## config.mk

```make
export PLATFORM = sky130hd
export DESIGN_NAME = pfm_top
export DESIGN_NICKNAME = d
export VERILOG_FILES = /design/src/pkg/pfm_pkg.sv /design/src/design/pfm_top.sv
export SDC_FILE = /design/constraint.sdc
export NUM_CORES = 1
export LEC_CHECK = 0
export ABC_AREA = 1
export BUFFER_PORTS_ARGS = -buffer_cell sky130_fd_sc_hd__buf_4
export CORE_MARGIN = 2
export CORE_UTILIZATION = 55
export DETAILED_ROUTE_END_ITERATION = 16
export PLACE_DENSITY = 0.74
export SETUP_SLACK_MARGIN = 0.15
export SLEW_MARGIN = 40
export SYNTH_ARGS = -nofsm -noshare
export SYNTH_HDL_FRONTEND = slang
export SYNTH_SLANG_ARGS = --single-unit
```

## constraint.sdc

```tcl
create_clock -name clk_i -period 5.6 [get_ports clk_i]
set_input_delay 0.56 -clock clk_i [delete_from_list [all_inputs] [get_ports clk_i]]
set_output_delay 0.56 -clock clk_i [all_outputs]
set_load 0.02 [all_outputs]
```

## src/pkg/pfm_pkg.sv

```systemverilog
package pfm_pkg;
   // ****************************************************
   // register offsets
   // ****************************************************
   localparam logic [7:0] OFS_LEVEL1_PASSWORD = 8'hb0;
   localparam logic [7:0] OFS_LEVEL2_PASSWORD = 8'hb4;
   localparam logic [7:0] OFS_FAULT_GATE_MASK_SLOW = 8'hb8;
   localparam logic [7:0] OFS_FAULT_GATE_MASK_FAST = 8'hb9;
   localparam logic [7:0] OFS_TX_FAULT_MASK_SLOW = 8'hba;
   // ****************************************************
   // reset and read-back values
   // ****************************************************
   localparam logic [31:0] RST_PASSWORD = 32'hffff_ffff;
   localparam logic [31:0] RST_PASSWORD_ENTRY = 32'hffff_ffff;
   localparam logic [7:0] RST_MASK = 8'h00;
   localparam logic [7:0] READ_HIDDEN = 8'h00;
   localparam logic [7:0] READ_IDLE = 8'hff;
   // ****************************************************
   // field positions
   // ****************************************************
   // slow byte: temp, supply, mon1..mon4 from bit 7 downward
   localparam int SLOW_LSB = 2;
   // fast byte: power high, power low, bias high, bias max
   localparam int FAST_LSB = 4;
   localparam int BYTE_BITS = 8;
   // ****************************************************
   // serial port states
   // ****************************************************
   typedef enum logic [2:0] {
      ST_IDLE,
      ST_ADDR,
      ST_PTR,
      ST_WR,
      ST_RD
   } pfm_state_t;
endpackage

```

## src/design/pfm_top.sv

```systemverilog
`timescale 1ns/1ns
`default_nettype none
module pfm_top #(
   parameter logic [6:0] SLAVE_ADDR = 7'h2a, // arbitrary value
   parameter int SLOW_N = 6,
   parameter int FAST_N = 4
) (
   // clock and reset
   input wire logic clk_i,
   input wire logic rst_i,
   // two-wire serial port, data line open drain
   input wire logic scl_i,
   input wire logic sda_i,
   output logic sda_o,
   output logic sda_oe_n_o,
   // password entry value from the entry register logic
   input wire logic pwe_load_i,
   input wire logic [31:0] password_entry_value_i,
   // alarm conditions
   input wire logic [SLOW_N-1:0] slow_alarm_i,
   input wire logic [FAST_N-1:0] fast_alarm_i,
   // access levels and fault pins
   output logic level1_access_o,
   output logic level2_access_o,
   output logic fast_fault_gate_pin_o,
   output logic tx_fault_o
);
   // ****************************************************
   // elaboration checks
   // ****************************************************
   if (SLOW_N + pfm_pkg::SLOW_LSB != pfm_pkg::BYTE_BITS) begin : g_bad_slow
      $error("slow alarm count must fill mask byte above reserved bits");
   end
   if (FAST_N + pfm_pkg::FAST_LSB != pfm_pkg::BYTE_BITS) begin : g_bad_fast
      $error("fast alarm count must fill mask byte above reserved bits");
   end

   // ****************************************************
   // pin synchronisers, change counts when stages 2 and 3 agree
   // ****************************************************
   logic [2:0] scl_sy, sda_sy;
   logic scl_f, sda_f;
   logic next_scl_f, next_sda_f;
   logic scl_rise, scl_fall, sda_rise, sda_fall;
   always_comb begin
      next_scl_f = (scl_sy[1] == scl_sy[2]) ? scl_sy[2] : scl_f;
      next_sda_f = (sda_sy[1] == sda_sy[2]) ? sda_sy[2] : sda_f;
      scl_rise = next_scl_f & ~scl_f;
      scl_fall = ~next_scl_f & scl_f;
      sda_rise = next_sda_f & ~sda_f;
      sda_fall = ~next_sda_f & sda_f;
   end
   always_ff @(posedge clk_i) begin
      if (rst_i) begin
         scl_sy <= 3'h7;
         sda_sy <= 3'h7;
         scl_f <= 1'b1;
         sda_f <= 1'b1;
      end else begin
         scl_sy <= {scl_sy[1:0], scl_i};
         sda_sy <= {sda_sy[1:0], sda_i};
         scl_f <= next_scl_f;
         sda_f <= next_sda_f;
      end
   end

   // ****************************************************
   // register state
   // ****************************************************
   logic [31:0] password_entry_value, pw1, pw2;
   logic [7:0] gate_slow, gate_fast, txf_slow;
   logic [31:0] next_pwe, next_pw1, next_pw2;
   logic [7:0] next_gate_slow, next_gate_fast, next_txf_slow;
   logic next_l1, next_l2, next_gate, next_txf;
   logic wr_stb;
   logic [7:0] wr_ptr, wr_data, rd_ptr, rd_byte;
   logic pw_hit, pw1_hit, pw2_hit;

   always_comb begin
      next_pwe = password_entry_value;
      next_pw1 = pw1;
      next_pw2 = pw2;
      next_gate_slow = gate_slow;
      next_gate_fast = gate_fast;
      next_txf_slow = txf_slow;
      if (pwe_load_i) begin
         next_pwe = password_entry_value_i;
      end
      pw1_hit = wr_ptr[7:2] == pfm_pkg::OFS_LEVEL1_PASSWORD[7:2];
      pw2_hit = wr_ptr[7:2] == pfm_pkg::OFS_LEVEL2_PASSWORD[7:2];
      // writes without level-2 are dropped silently
      if (wr_stb && level2_access_o) begin
         // lowest offset holds the most significant byte
         if (pw1_hit) begin
            next_pw1[{~wr_ptr[1:0], 3'b000} +: 8] = wr_data;
         end
         if (pw2_hit) begin
            next_pw2[{~wr_ptr[1:0], 3'b000} +: 8] = wr_data;
         end
         // reserved low bits are never stored
         if (wr_ptr == pfm_pkg::OFS_FAULT_GATE_MASK_SLOW) begin
            next_gate_slow = {wr_data[7:pfm_pkg::SLOW_LSB],
               pfm_pkg::SLOW_LSB'(0)};
         end
         if (wr_ptr == pfm_pkg::OFS_FAULT_GATE_MASK_FAST) begin
            next_gate_fast = {wr_data[7:pfm_pkg::FAST_LSB],
               pfm_pkg::FAST_LSB'(0)};
         end
         if (wr_ptr == pfm_pkg::OFS_TX_FAULT_MASK_SLOW) begin
            next_txf_slow = {wr_data[7:pfm_pkg::SLOW_LSB],
               pfm_pkg::SLOW_LSB'(0)};
         end
      end
      // compared every cycle so access tracks any change
      next_l1 = password_entry_value == pw1;
      next_l2 = password_entry_value == pw2;
      next_gate = |(slow_alarm_i & gate_slow[7:pfm_pkg::SLOW_LSB])
         | |(fast_alarm_i & gate_fast[7:pfm_pkg::FAST_LSB]);
      next_txf = |(slow_alarm_i & txf_slow[7:pfm_pkg::SLOW_LSB]);
      // password bytes are write only
      pw_hit = rd_ptr[7:3] == pfm_pkg::OFS_LEVEL1_PASSWORD[7:3];
      rd_byte = pfm_pkg::READ_HIDDEN;
      if (!pw_hit && level2_access_o) begin
         unique case (rd_ptr)
            pfm_pkg::OFS_FAULT_GATE_MASK_SLOW: rd_byte = gate_slow;
            pfm_pkg::OFS_FAULT_GATE_MASK_FAST: rd_byte = gate_fast;
            pfm_pkg::OFS_TX_FAULT_MASK_SLOW: rd_byte = txf_slow;
            default: rd_byte = pfm_pkg::READ_HIDDEN;
         endcase
      end
   end

   // nonvolatile contents are modelled as loaded with defaults at reset
   always_ff @(posedge clk_i) begin
      if (rst_i) begin
         password_entry_value <= pfm_pkg::RST_PASSWORD_ENTRY;
         pw1 <= pfm_pkg::RST_PASSWORD;
         pw2 <= pfm_pkg::RST_PASSWORD;
         gate_slow <= pfm_pkg::RST_MASK;
         gate_fast <= pfm_pkg::RST_MASK;
         txf_slow <= pfm_pkg::RST_MASK;
         level1_access_o <= 1'b0;
         level2_access_o <= 1'b0;
         fast_fault_gate_pin_o <= 1'b0;
         tx_fault_o <= 1'b0;
      end else begin
         password_entry_value <= next_pwe;
         pw1 <= next_pw1;
         pw2 <= next_pw2;
         gate_slow <= next_gate_slow;
         gate_fast <= next_gate_fast;
         txf_slow <= next_txf_slow;
         level1_access_o <= next_l1;
         level2_access_o <= next_l2;
         fast_fault_gate_pin_o <= next_gate;
         tx_fault_o <= next_txf;
      end
   end

   // ****************************************************
   // two-wire serial slave
   // ****************************************************
   pfm_pkg::pfm_state_t state, next_state;
   logic [3:0] cnt, next_cnt;
   logic [7:0] shin, next_shin, shout, next_shout, ptr, next_ptr;
   logic ack_ph, next_ack_ph, ack_drv, next_ack_drv;
   logic rw, next_rw, nack, next_nack, start, stop;

   always_comb begin
      next_state = state;
      next_cnt = cnt;
      next_shin = shin;
      next_shout = shout;
      next_ptr = ptr;
      next_ack_ph = ack_ph;
      next_ack_drv = ack_drv;
      next_rw = rw;
      next_nack = nack;
      wr_stb = 1'b0;
      start = scl_f && next_scl_f && sda_fall;
      stop = scl_f && next_scl_f && sda_rise;
      if (start) begin
         next_state = pfm_pkg::ST_ADDR;
         next_cnt = 4'h0;
         next_ack_ph = 1'b0;
         next_ack_drv = 1'b0;
         next_shout = pfm_pkg::READ_IDLE;
      end else if (stop) begin
         next_state = pfm_pkg::ST_IDLE;
         next_ack_drv = 1'b0;
         next_shout = pfm_pkg::READ_IDLE;
      end else if (state != pfm_pkg::ST_IDLE && scl_rise) begin
         if (ack_ph) begin
            next_nack = sda_f;
         end else if (cnt < 4'h8) begin
            next_shin = {shin[6:0], sda_f};
            next_cnt = cnt + 4'h1;
         end
      end else if (state != pfm_pkg::ST_IDLE && scl_fall) begin
         if (!ack_ph && cnt == 4'h8) begin
            next_ack_ph = 1'b1;
            next_ack_drv = 1'b1;
            next_shout = pfm_pkg::READ_IDLE;
            unique case (state)
               pfm_pkg::ST_ADDR: begin
                  next_rw = shin[0];
                  if (shin[7:1] != SLAVE_ADDR) begin
                     next_state = pfm_pkg::ST_IDLE;
                     next_ack_drv = 1'b0;
                  end
               end
               pfm_pkg::ST_PTR: next_ptr = shin;
               pfm_pkg::ST_WR: begin
                  wr_stb = 1'b1;
                  next_ptr = ptr + 8'h01;
               end
               pfm_pkg::ST_RD: begin
                  next_ack_drv = 1'b0;
                  next_ptr = ptr + 8'h01;
               end
               default: next_state = pfm_pkg::ST_IDLE;
            endcase
         end else if (ack_ph) begin
            next_ack_ph = 1'b0;
            next_ack_drv = 1'b0;
            next_cnt = 4'h0;
            unique case (state)
               pfm_pkg::ST_ADDR: begin
                  next_state = rw ? pfm_pkg::ST_RD : pfm_pkg::ST_PTR;
                  if (rw) begin
                     next_shout = rd_byte;
                  end
               end
               pfm_pkg::ST_PTR: next_state = pfm_pkg::ST_WR;
               pfm_pkg::ST_WR: next_state = pfm_pkg::ST_WR;
               pfm_pkg::ST_RD: begin
                  if (nack) begin
                     next_state = pfm_pkg::ST_IDLE;
                  end else begin
                     next_shout = rd_byte;
                  end
               end
               default: next_state = pfm_pkg::ST_IDLE;
            endcase
         end else if (state == pfm_pkg::ST_RD && cnt != 4'h0) begin
            next_shout = {shout[6:0], 1'b1};
         end
      end
   end

   always_ff @(posedge clk_i) begin
      if (rst_i) begin
         state <= pfm_pkg::ST_IDLE;
         cnt <= 4'h0;
         shin <= 8'h00;
         shout <= pfm_pkg::READ_IDLE;
         ptr <= 8'h00;
         ack_ph <= 1'b0;
         ack_drv <= 1'b0;
         rw <= 1'b0;
         nack <= 1'b0;
      end else begin
         state <= next_state;
         cnt <= next_cnt;
         shin <= next_shin;
         shout <= next_shout;
         ptr <= next_ptr;
         ack_ph <= next_ack_ph;
         ack_drv <= next_ack_drv;
         rw <= next_rw;
         nack <= next_nack;
      end
   end

   assign wr_ptr = ptr;
   assign wr_data = shin;
   assign rd_ptr = ptr;
   // open drain: only ever pulls low
   assign sda_o = 1'b0;
   assign sda_oe_n_o = ~(ack_drv
      || (state == pfm_pkg::ST_RD && !ack_ph && !shout[7]));
endmodule
`default_nettype wire

```

**Word level (Yosys, flattened, before mapping)**

Index checks and enable logic that the tools add are counted.
Widths: inputs -> output; s select.

- Bits in registers: 159
- Bits of input ports: 47
- Logic and storage cells: 165

- Add/subtract/negate cells: 3
- Magnitude comparators: 1
- Equal/unequal tests: 29
- Shift-type cells: 2
- Multiplexer cells: 41
- Bitwise gates (word level): 18
- Reduce and logical (&&, ||, !) cells: 47

Operators by type and width:

| operator | number |
|---|---|
| $bwmux 32 | 2 |
| $eq 32x32->1 | 2 |
| $mux 8 | 6 |
| $reduce_and 6->1 | 6 |
| $pmux 8 s2 | 2 |
| $shift 8x7->32 const A | 1 |
| $shiftx 8x7->32 | 1 |
| $eq 8x8->1 const B | 3 |
| $mux 4 | 6 |
| $pmux 8 s3 | 1 |
| $mux 1 | 16 |
| $mux 3 | 5 |
| $and 6x6->6 | 2 |
| $eq 6x6->1 const B | 2 |
| $ne 4x4->1 const B | 3 |
| $reduce_or 6->1 | 2 |
| $logic_and 1x1->1 | 11 |
| $ne 5x5->1 const B | 2 |
| $reduce_and 2->1 | 5 |
| $ne 3x3->1 const B | 3 |
| $not 1->1 | 9 |
| $pmux 3 s3 | 1 |
| $reduce_bool 3->1 | 3 |
| $add 8x1->8 const B | 1 |
| other kinds (29) | 46 |

**Longest topological paths before layout**

Gate-level depths: netlist of run 1.

- Depth in word-level cells: 11
- Depth in mapped cells: 12
- Gate-level depth less buffers: 11

**Worst setup path before layout of run 1**

OpenSTA, ideal clock, no wires.

- Path kind: flip-flop to flip-flop
- Start point: reg ptr[0]
- End point: reg txf_slow[4]
- Data arrival time: 1933 ps
- Path slack: 3554 ps
- Cell stages (with the launch flop): 11
- Period minus slack after synthesis: 2046 ps
- Cell sequence: dfxtp_1 > clkinv_1 > clkbuf_1 > ha_1 > buf_2 > inv_1 > nor2_1 > nand4_1 > buf_2 > nor2_1 > nor2_1

- Longest elaborated chain between the ends: 2

RTL lines:

| what | line | RTL |
|---|---|---|
| start, declared | pfm_top.sv:165 | `logic [7:0] shin, next_shin, shout, next_shout, ptr, next_ptr;` |
| start signal, assigned | pfm_top.sv:267 | `ptr <= next_ptr;` |
| $eq 8x8->1 | pfm_top.sv:109 | `if (wr_ptr == pfm_pkg::OFS_TX_FAULT_MASK_SLOW) begin` |
| $reduce_and 2->1 (no source line) | - |  |
| end signal, assigned | pfm_top.sv:141 | `txf_slow <= pfm_pkg::RST_MASK;` |
| end signal, assigned | pfm_top.sv:152 | `txf_slow <= next_txf_slow;` |
| end, declared | pfm_top.sv:71 | `logic [7:0] gate_slow, gate_fast, txf_slow;` |

Every way passes these cells.
A chain may end at the register's enable or synchronous reset.

**Worst setup path in the final report of run 1**

- Start point: reg ptr[0]
- End point: reg txf_slow[3]

Same word-level chain as after synthesis.

==> metrics, run 1 <==
Yosys warnings 0; Worst Hold Launch sda_i; Yosys reg bits 159; wire length of the first global-routing pass 34300 µm; syn_area_per_cell 6.81 µm²; Cell Area, Synth 7740 µm²; WP data arrival 3.14 ns; Hold Slack 0.320 ns; WP data required 5.92 ns; # resized after CTS 0; Vias/cell 5.59; die area 15000 µm²; cell repeated most along the worst path nor2_1; HPWL after DPL 15200 µm; Finished Layout Cells 1351; IO Count 53; Row Count 43; root buf cell clkbuf_16; DR pass1 iterations 5; Fmax 354 MHz; post-synthesis compound-gate area fraction 0.104; CTS Buffer Depth 2; Initial Util 0.560; Netlist cell types 34; area delta synth->final 12.3%; aggregate global routing overflow 0; NumNets Final 1214; via count 7548; PwrDens 281 nW/µm²; Total GRT Usage 0.294; setup bufs post-CTS 0; adder-cell share of the synthesized area 0.0129; Final Hold Viols 0; Least-Margin Pin Slew 0.759 ns; clk_lat worst skew 0.42 ns; WS Path Type reg2reg; launch point of the worst reg-to-reg path ptr[0]; RSZ-0062 raised after global routing false; fin. max-slew vios 0; Hold WC Path Type in2reg; Final period util 0.505; sequence of cells on the critical path clkinv_1 > ha_1 > inv_1 > nor2_1 > nand4_1 > nor2_1 > nor2_1; Die H 123 µm; # hold bufs at CTS 0; LEAKAGE 4.04 nW; CTS buffer count 17; Buf+Inv Stages, Crit Path 2; Worst Skew 0.00575 ns; post-synthesis mux area share 0; cell total after placement 1320; initial antenna violation count 0; status finished, final reports clean; CP Launch Type flip-flop; crit end category flip-flop; setup violation total in the final timing report 0; Max Fanout on Critical Path 28; fraction of layout cells with a size suffix above 1 0.0871; Routed Wire Length 21200 µm; first-iteration detailed-routing DRC count 791; CTS H-tree depth 4; most common cell after layout, fill and taps aside nand2_1; Final min period 2.83 ns; largest family of logic cells by synthesized area simple AND/OR/NAND/NOR gates; CTS tree yes; ANT nets after route 0; Horiz. Die Dim 123 µm; sequential area share after synthesis 0.411; post-synthesis net count 1192; largest net degree at the start of global routing 57; TNS Setup 0 ns; CTS sink count 159; Worst-path clk slew 0.06 ns; Max Cap Violations 0; Critical Path Max Stage Delay 0.65 ns; Max-slew headroom 0.494; commonest non-fill, non-tap cells in the layout nand2_1 (264), nand3_1 (181), dfxtp_1 (159); port buffer count 51; peak supply drop 0.214 mV; Simple-Gate Fraction of Synth Area 0.364; CP top delay family simple AND/OR/NAND/NOR gates; GPL Wtd Cong 0.991; Max stage delay cell, worst path ha_1; Critical Path Source ptr[0]; vias in the first global route 6676; CORE AREA 13800 µm²; Remaining DRCs 0; diode count 0; WL/cell 15.7 µm; Mapped Cells 1137; XOR/XNOR Fraction of Synth Area 0.0283
## worst reg2reg max path: stages (launching register included)
cell and delay (ns):
dfxtp_1 0.36, clkinv_1 0.40, ha_1 0.66, inv_1 0.14, nor2_1 0.36, nand4_1 0.48, nor2_1 0.27, nor2_1 0.07
## sequential cells by signal, summed over array words and instances, names as in the netlist, 3 cells and up
register              flops
cnt                       4
gate_fast                 4
gate_slow                 6
password_entry_value     32
ptr                       8
pw1                      32
pw2                      32
scl_sy                    3
sda_sy                    3
shin                      8
shout                     8
state                     3
txf_slow                  6
## cells by family (layout without fill, tap and decap cells)
| family | count (synthesis) | in the layout |
|---|---|---|
| AOI/OAI and AO/OA | 154 | 154 |
| xor gates and xnor gates | 25 | 25 |
| and+or+nand+nor | 645 | 645 |
| DFF | 159 | 159 |
| adders and majority gates | 8 | 8 |
| buffers and inverters | 145 | 179 |
| other | 1 | 1 |
## final cells by class
type                    count  area [µm²]
flip-flops and latches    159        3180
fillers                  1282        5140
inverters                  95         357
repair buffers             53         398
clock buffers              21         470
well taps                 180         225
multi-input cells         833        3950
clock inverters            10         110
## Yosys cell counts (all sizes together)
master  instances  area (µm²)
nand2         266        1010
nand3         182         916
dfxtp         159        3180
nor2          140         561
inv            92         345
o21ai          85         425
a21oi          49         245
nor3           27         135
buf            26         165
clkbuf         24        90.1
nand4          23         150
xnor2          13         114
xor2           12         105
ha              8         100
o22ai           8        50.1
a31oi           6        37.5
or2             6        37.5
a221oi          3        26.3
clkinv          3        11.3
o21bai          2        15.0
conb            1        3.75
nor4            1        6.26
o21a            1        7.51
## layer usage
layer / wire, µm / GRT usage
met1: 9670 / 0.422
met2: 8960 / 0.428
met3: 2130 / 0.0795
met4: 419 / 0.0920
met5: 0 / 0
## where the power goes
part | internal, mW | switching (mW) | total [mW]
sequential | 1.15 | 0.0142 | 1.16
clock | 0.687 | 0.462 | 1.15
combinational | 0.0531 | 0.0788 | 0.132
total | 1.89 | 0.555 | 2.44
## final timing paths
kind                  to  cells after the start  slack [ns]
max reg2reg  txf_slow[3]                      7        2.77
min            sda_sy[0]                      2        0.32
max          txf_slow[3]                      7        2.77
min reg2reg    sda_sy[1]                      1        0.41
## through the flow
stage,power (mW),setup slack (ns),util,instance area (µm²)
2_1_floorplan,1.26,3.55,-,7740
3_3_place_gp,1.31,2.89,0.586,8110
3_5_place_dp,1.32,2.85,0.587,8110
4_1_cts,2.45,2.84,0.629,8690
5_1_grt,2.52,2.42,0.629,8690
6_report,2.44,2.77,0.629,8690
No activity file was read; power rests on OpenSTA's default activity.
==> run 2: changes to the inputs <==
Settings changed: PLACE_DENSITY 0.74 to 0.76.
Clock period 5.6 ns to 2.5 ns, I/O delays scaled along.
==> metrics, run 2 (synthesized netlist as in run 1, its figures left out) <==
CTS tree yes; Least-Margin Pin Slew 0.730 ns (-0.0291 ns); Fill cells 1271 (-0.86%); root buf cell clkbuf_16; Final Hold Viols 0 (unchanged); total power 5.54 mW (+130%); RSZ-0062 raised after global routing false; Die H 123 µm (unchanged); Fmax 469 MHz (+32%); vias in the first global route 6728 (+0.78%); launch point of the worst reg-to-reg path ptr[1]; setup violation total in the final timing report 0 (unchanged); die area 15000 µm² (unchanged); Max Fanout on Critical Path 19 (-32%); area of the multi-input gates 3950 µm² (unchanged); crit end category flip-flop; Post-DP Area 8200 µm² (+1.1%); r2r endpoint gate_fast[5]; CORE AREA 13800 µm² (unchanged); port buffer count 51 (unchanged); PwrDens 628 nW/µm² (+120%); Worst-path clk slew 0.06 ns (about the same); WP data required 2.81 ns (-3.11 ns); aggregate global routing overflow 0 (unchanged); largest net degree at the start of global routing 63 (+11%); NumNets Final 1227 (+1.1%); CTS buffer count 17 (unchanged); DR pass1 iterations 7 (+2); wire length of the first global-routing pass 33800 µm (-1.4%); peak supply drop 0.511 mV (+140%); first-iteration detailed-routing DRC count 1014 (+28%); Final min period 2.13 ns (-0.692 ns); clk_lat worst skew 0.44 ns (+0.02 ns); initial antenna violation count 0 (unchanged); most common cell after layout, fill and taps aside nand2_1; Max-slew headroom 0.513 (+0.0194); Remaining DRCs 0 (unchanged); diode count 0 (unchanged); Worst Hold Launch password_entry_value_i[23]; via count 7672 (+1.6%); Final period util 0.853 (+0.349); fraction of layout cells with a size suffix above 1 0.0954 (+0.00825); IO Count 53 (unchanged); worst reg-to-reg path cell count 7 (unchanged); status finished, final reports clean; Hold Path End password_entry_value[23]; Row Count 43 (unchanged); LEAKAGE 4.11 nW (+1.7%); fin area 8820 µm² (+1.5%); Max Cap Violations 0 (unchanged); Horiz. Die Dim 123 µm (unchanged); TNS Setup 0 ns (unchanged); WL/cell 15.4 µm (-1.8%); sequence of cells on the critical path inv_1 > ha_1 > nand2_1 > nor2_2 > nand3_1 > nor2_1 > nor3_1; CTS sink count 159 (unchanged); Worst Skew 0.00619 ns (+0.000440 ns); R2R Setup Slk 0.37 ns (-2.41 ns); Critical Path Max Stage Delay 0.64 ns (about the same); CTS H-tree depth 4 (unchanged); Initial Util 0.560 (unchanged); ANT nets after route 0 (unchanged); HPWL after DPL 14800 µm (-2.8%); commonest non-fill, non-tap cells in the layout nand2_1 (264), nand3_1 (181), dfxtp_1 (159); hold depth 3 (+1); biggest regs password_entry_value: 32 flops, pw1: 32 flops, pw2: 32 flops; Reg area 3180 µm² (unchanged); area delta synth->final 14.0%; Hold WC Path Type in2reg; Routed Wire Length 21000 µm (-0.83%); GPL Wtd Cong 0.957 (-3.4%); fin. max-slew vios 0 (unchanged); WP data arrival 2.44 ns (-0.70 ns); WS Path Type reg2reg; Critical Path Source ptr[1]; CP Launch Type flip-flop; Max stage delay cell, worst path ha_1; CTS Buffer Depth 2 (unchanged); Total GRT Usage 0.291 (-0.00301); Vias/cell 5.62 (+0.60%)
run 2: changes by cell type in the layout (fill, tap and decap cells not counted), sizes merged:
| cell | change |
|---|---|
| buf | +11 |
| dlygate4sd3 | +2 |
| bufinv | +1 |
| clkinvlp | +1 |
| inv | -1 |
run 2: worst max path at each step:
stage	endpoint	slack (ns)
finish	gate_fast[5]	0.37
global route	gate_fast[6]	0.20
CTS	gate_slow[7]	0.38
detailed placement	gate_slow[4]	0.40
global placement	gate_slow[3]	0.49
floorplan	txf_slow[4]	0.45
run 2: final cells by class:
class                      instances  share of cell area
inverter                          95              0.0404
clock inverter                    11              0.0157
clock buffer                      21              0.0522
sequential                       159               0.361
timing repair buffer              66              0.0581
multi-input combinational        833               0.447
tap                              180              0.0255
run 2: through the flow:
| step | std cells | util | hold WS [ns] | setup slack [ns] |
|---|---|---|---|---|
| final | 1365 | 0.638 | 0.0177 | 0.367 |
| after detailed placement | 1330 | 0.593 | 0.397 | 0.399 |
| after global routing | 1365 | 0.638 | 0.0266 | 0.204 |
| after CTS | 1364 | 0.638 | 0.0139 | 0.380 |
| after floorplan | 1137 | - | 0.354 | 0.454 |
| after global placement | 1330 | 0.593 | 0.399 | 0.494 |
run 2: layer usage:
metal / up-vias / global-route usage / wire (µm)
met4: 0 / 0.129 / 647
met1: 3455 / 0.415 / 9200
met2: 350 / 0.426 / 9230
met5: - / 0 / 0
li1: 3811 / - / -
met3: 56 / 0.0553 / 1930
run 2: timing repair:
item / 4_1_cts / 5_1_grt
resized for setup: 0 / 0
hold endpoints to repair: 2 / 0
setup endpoints to repair: 0 / 5
hold buffers: 2 / 0
setup buffers: 0 / 1
run 2: where the power goes:
| part | switching [mW] | internal (mW) | total, mW | leakage [nW] |
|---|---|---|---|---|
| clock network | 1.02 | 1.61 | 2.64 | 0.293 |
| logic | 0.178 | 0.123 | 0.302 | 2.53 |
| registers | 0.0297 | 2.57 | 2.60 | 1.29 |
| total | 1.23 | 4.31 | 5.54 | 4.11 |
run 2: critical path, delay by kind of cell, from the launching register on:
family | cells | cell delay [ns]
adder cells (fa/ha/maj) | 1 | 0.64
buffers and inverters | 1 | 0.12
AND/OR/NAND/NOR | 5 | 0.86
flip-flops | 1 | 0.37
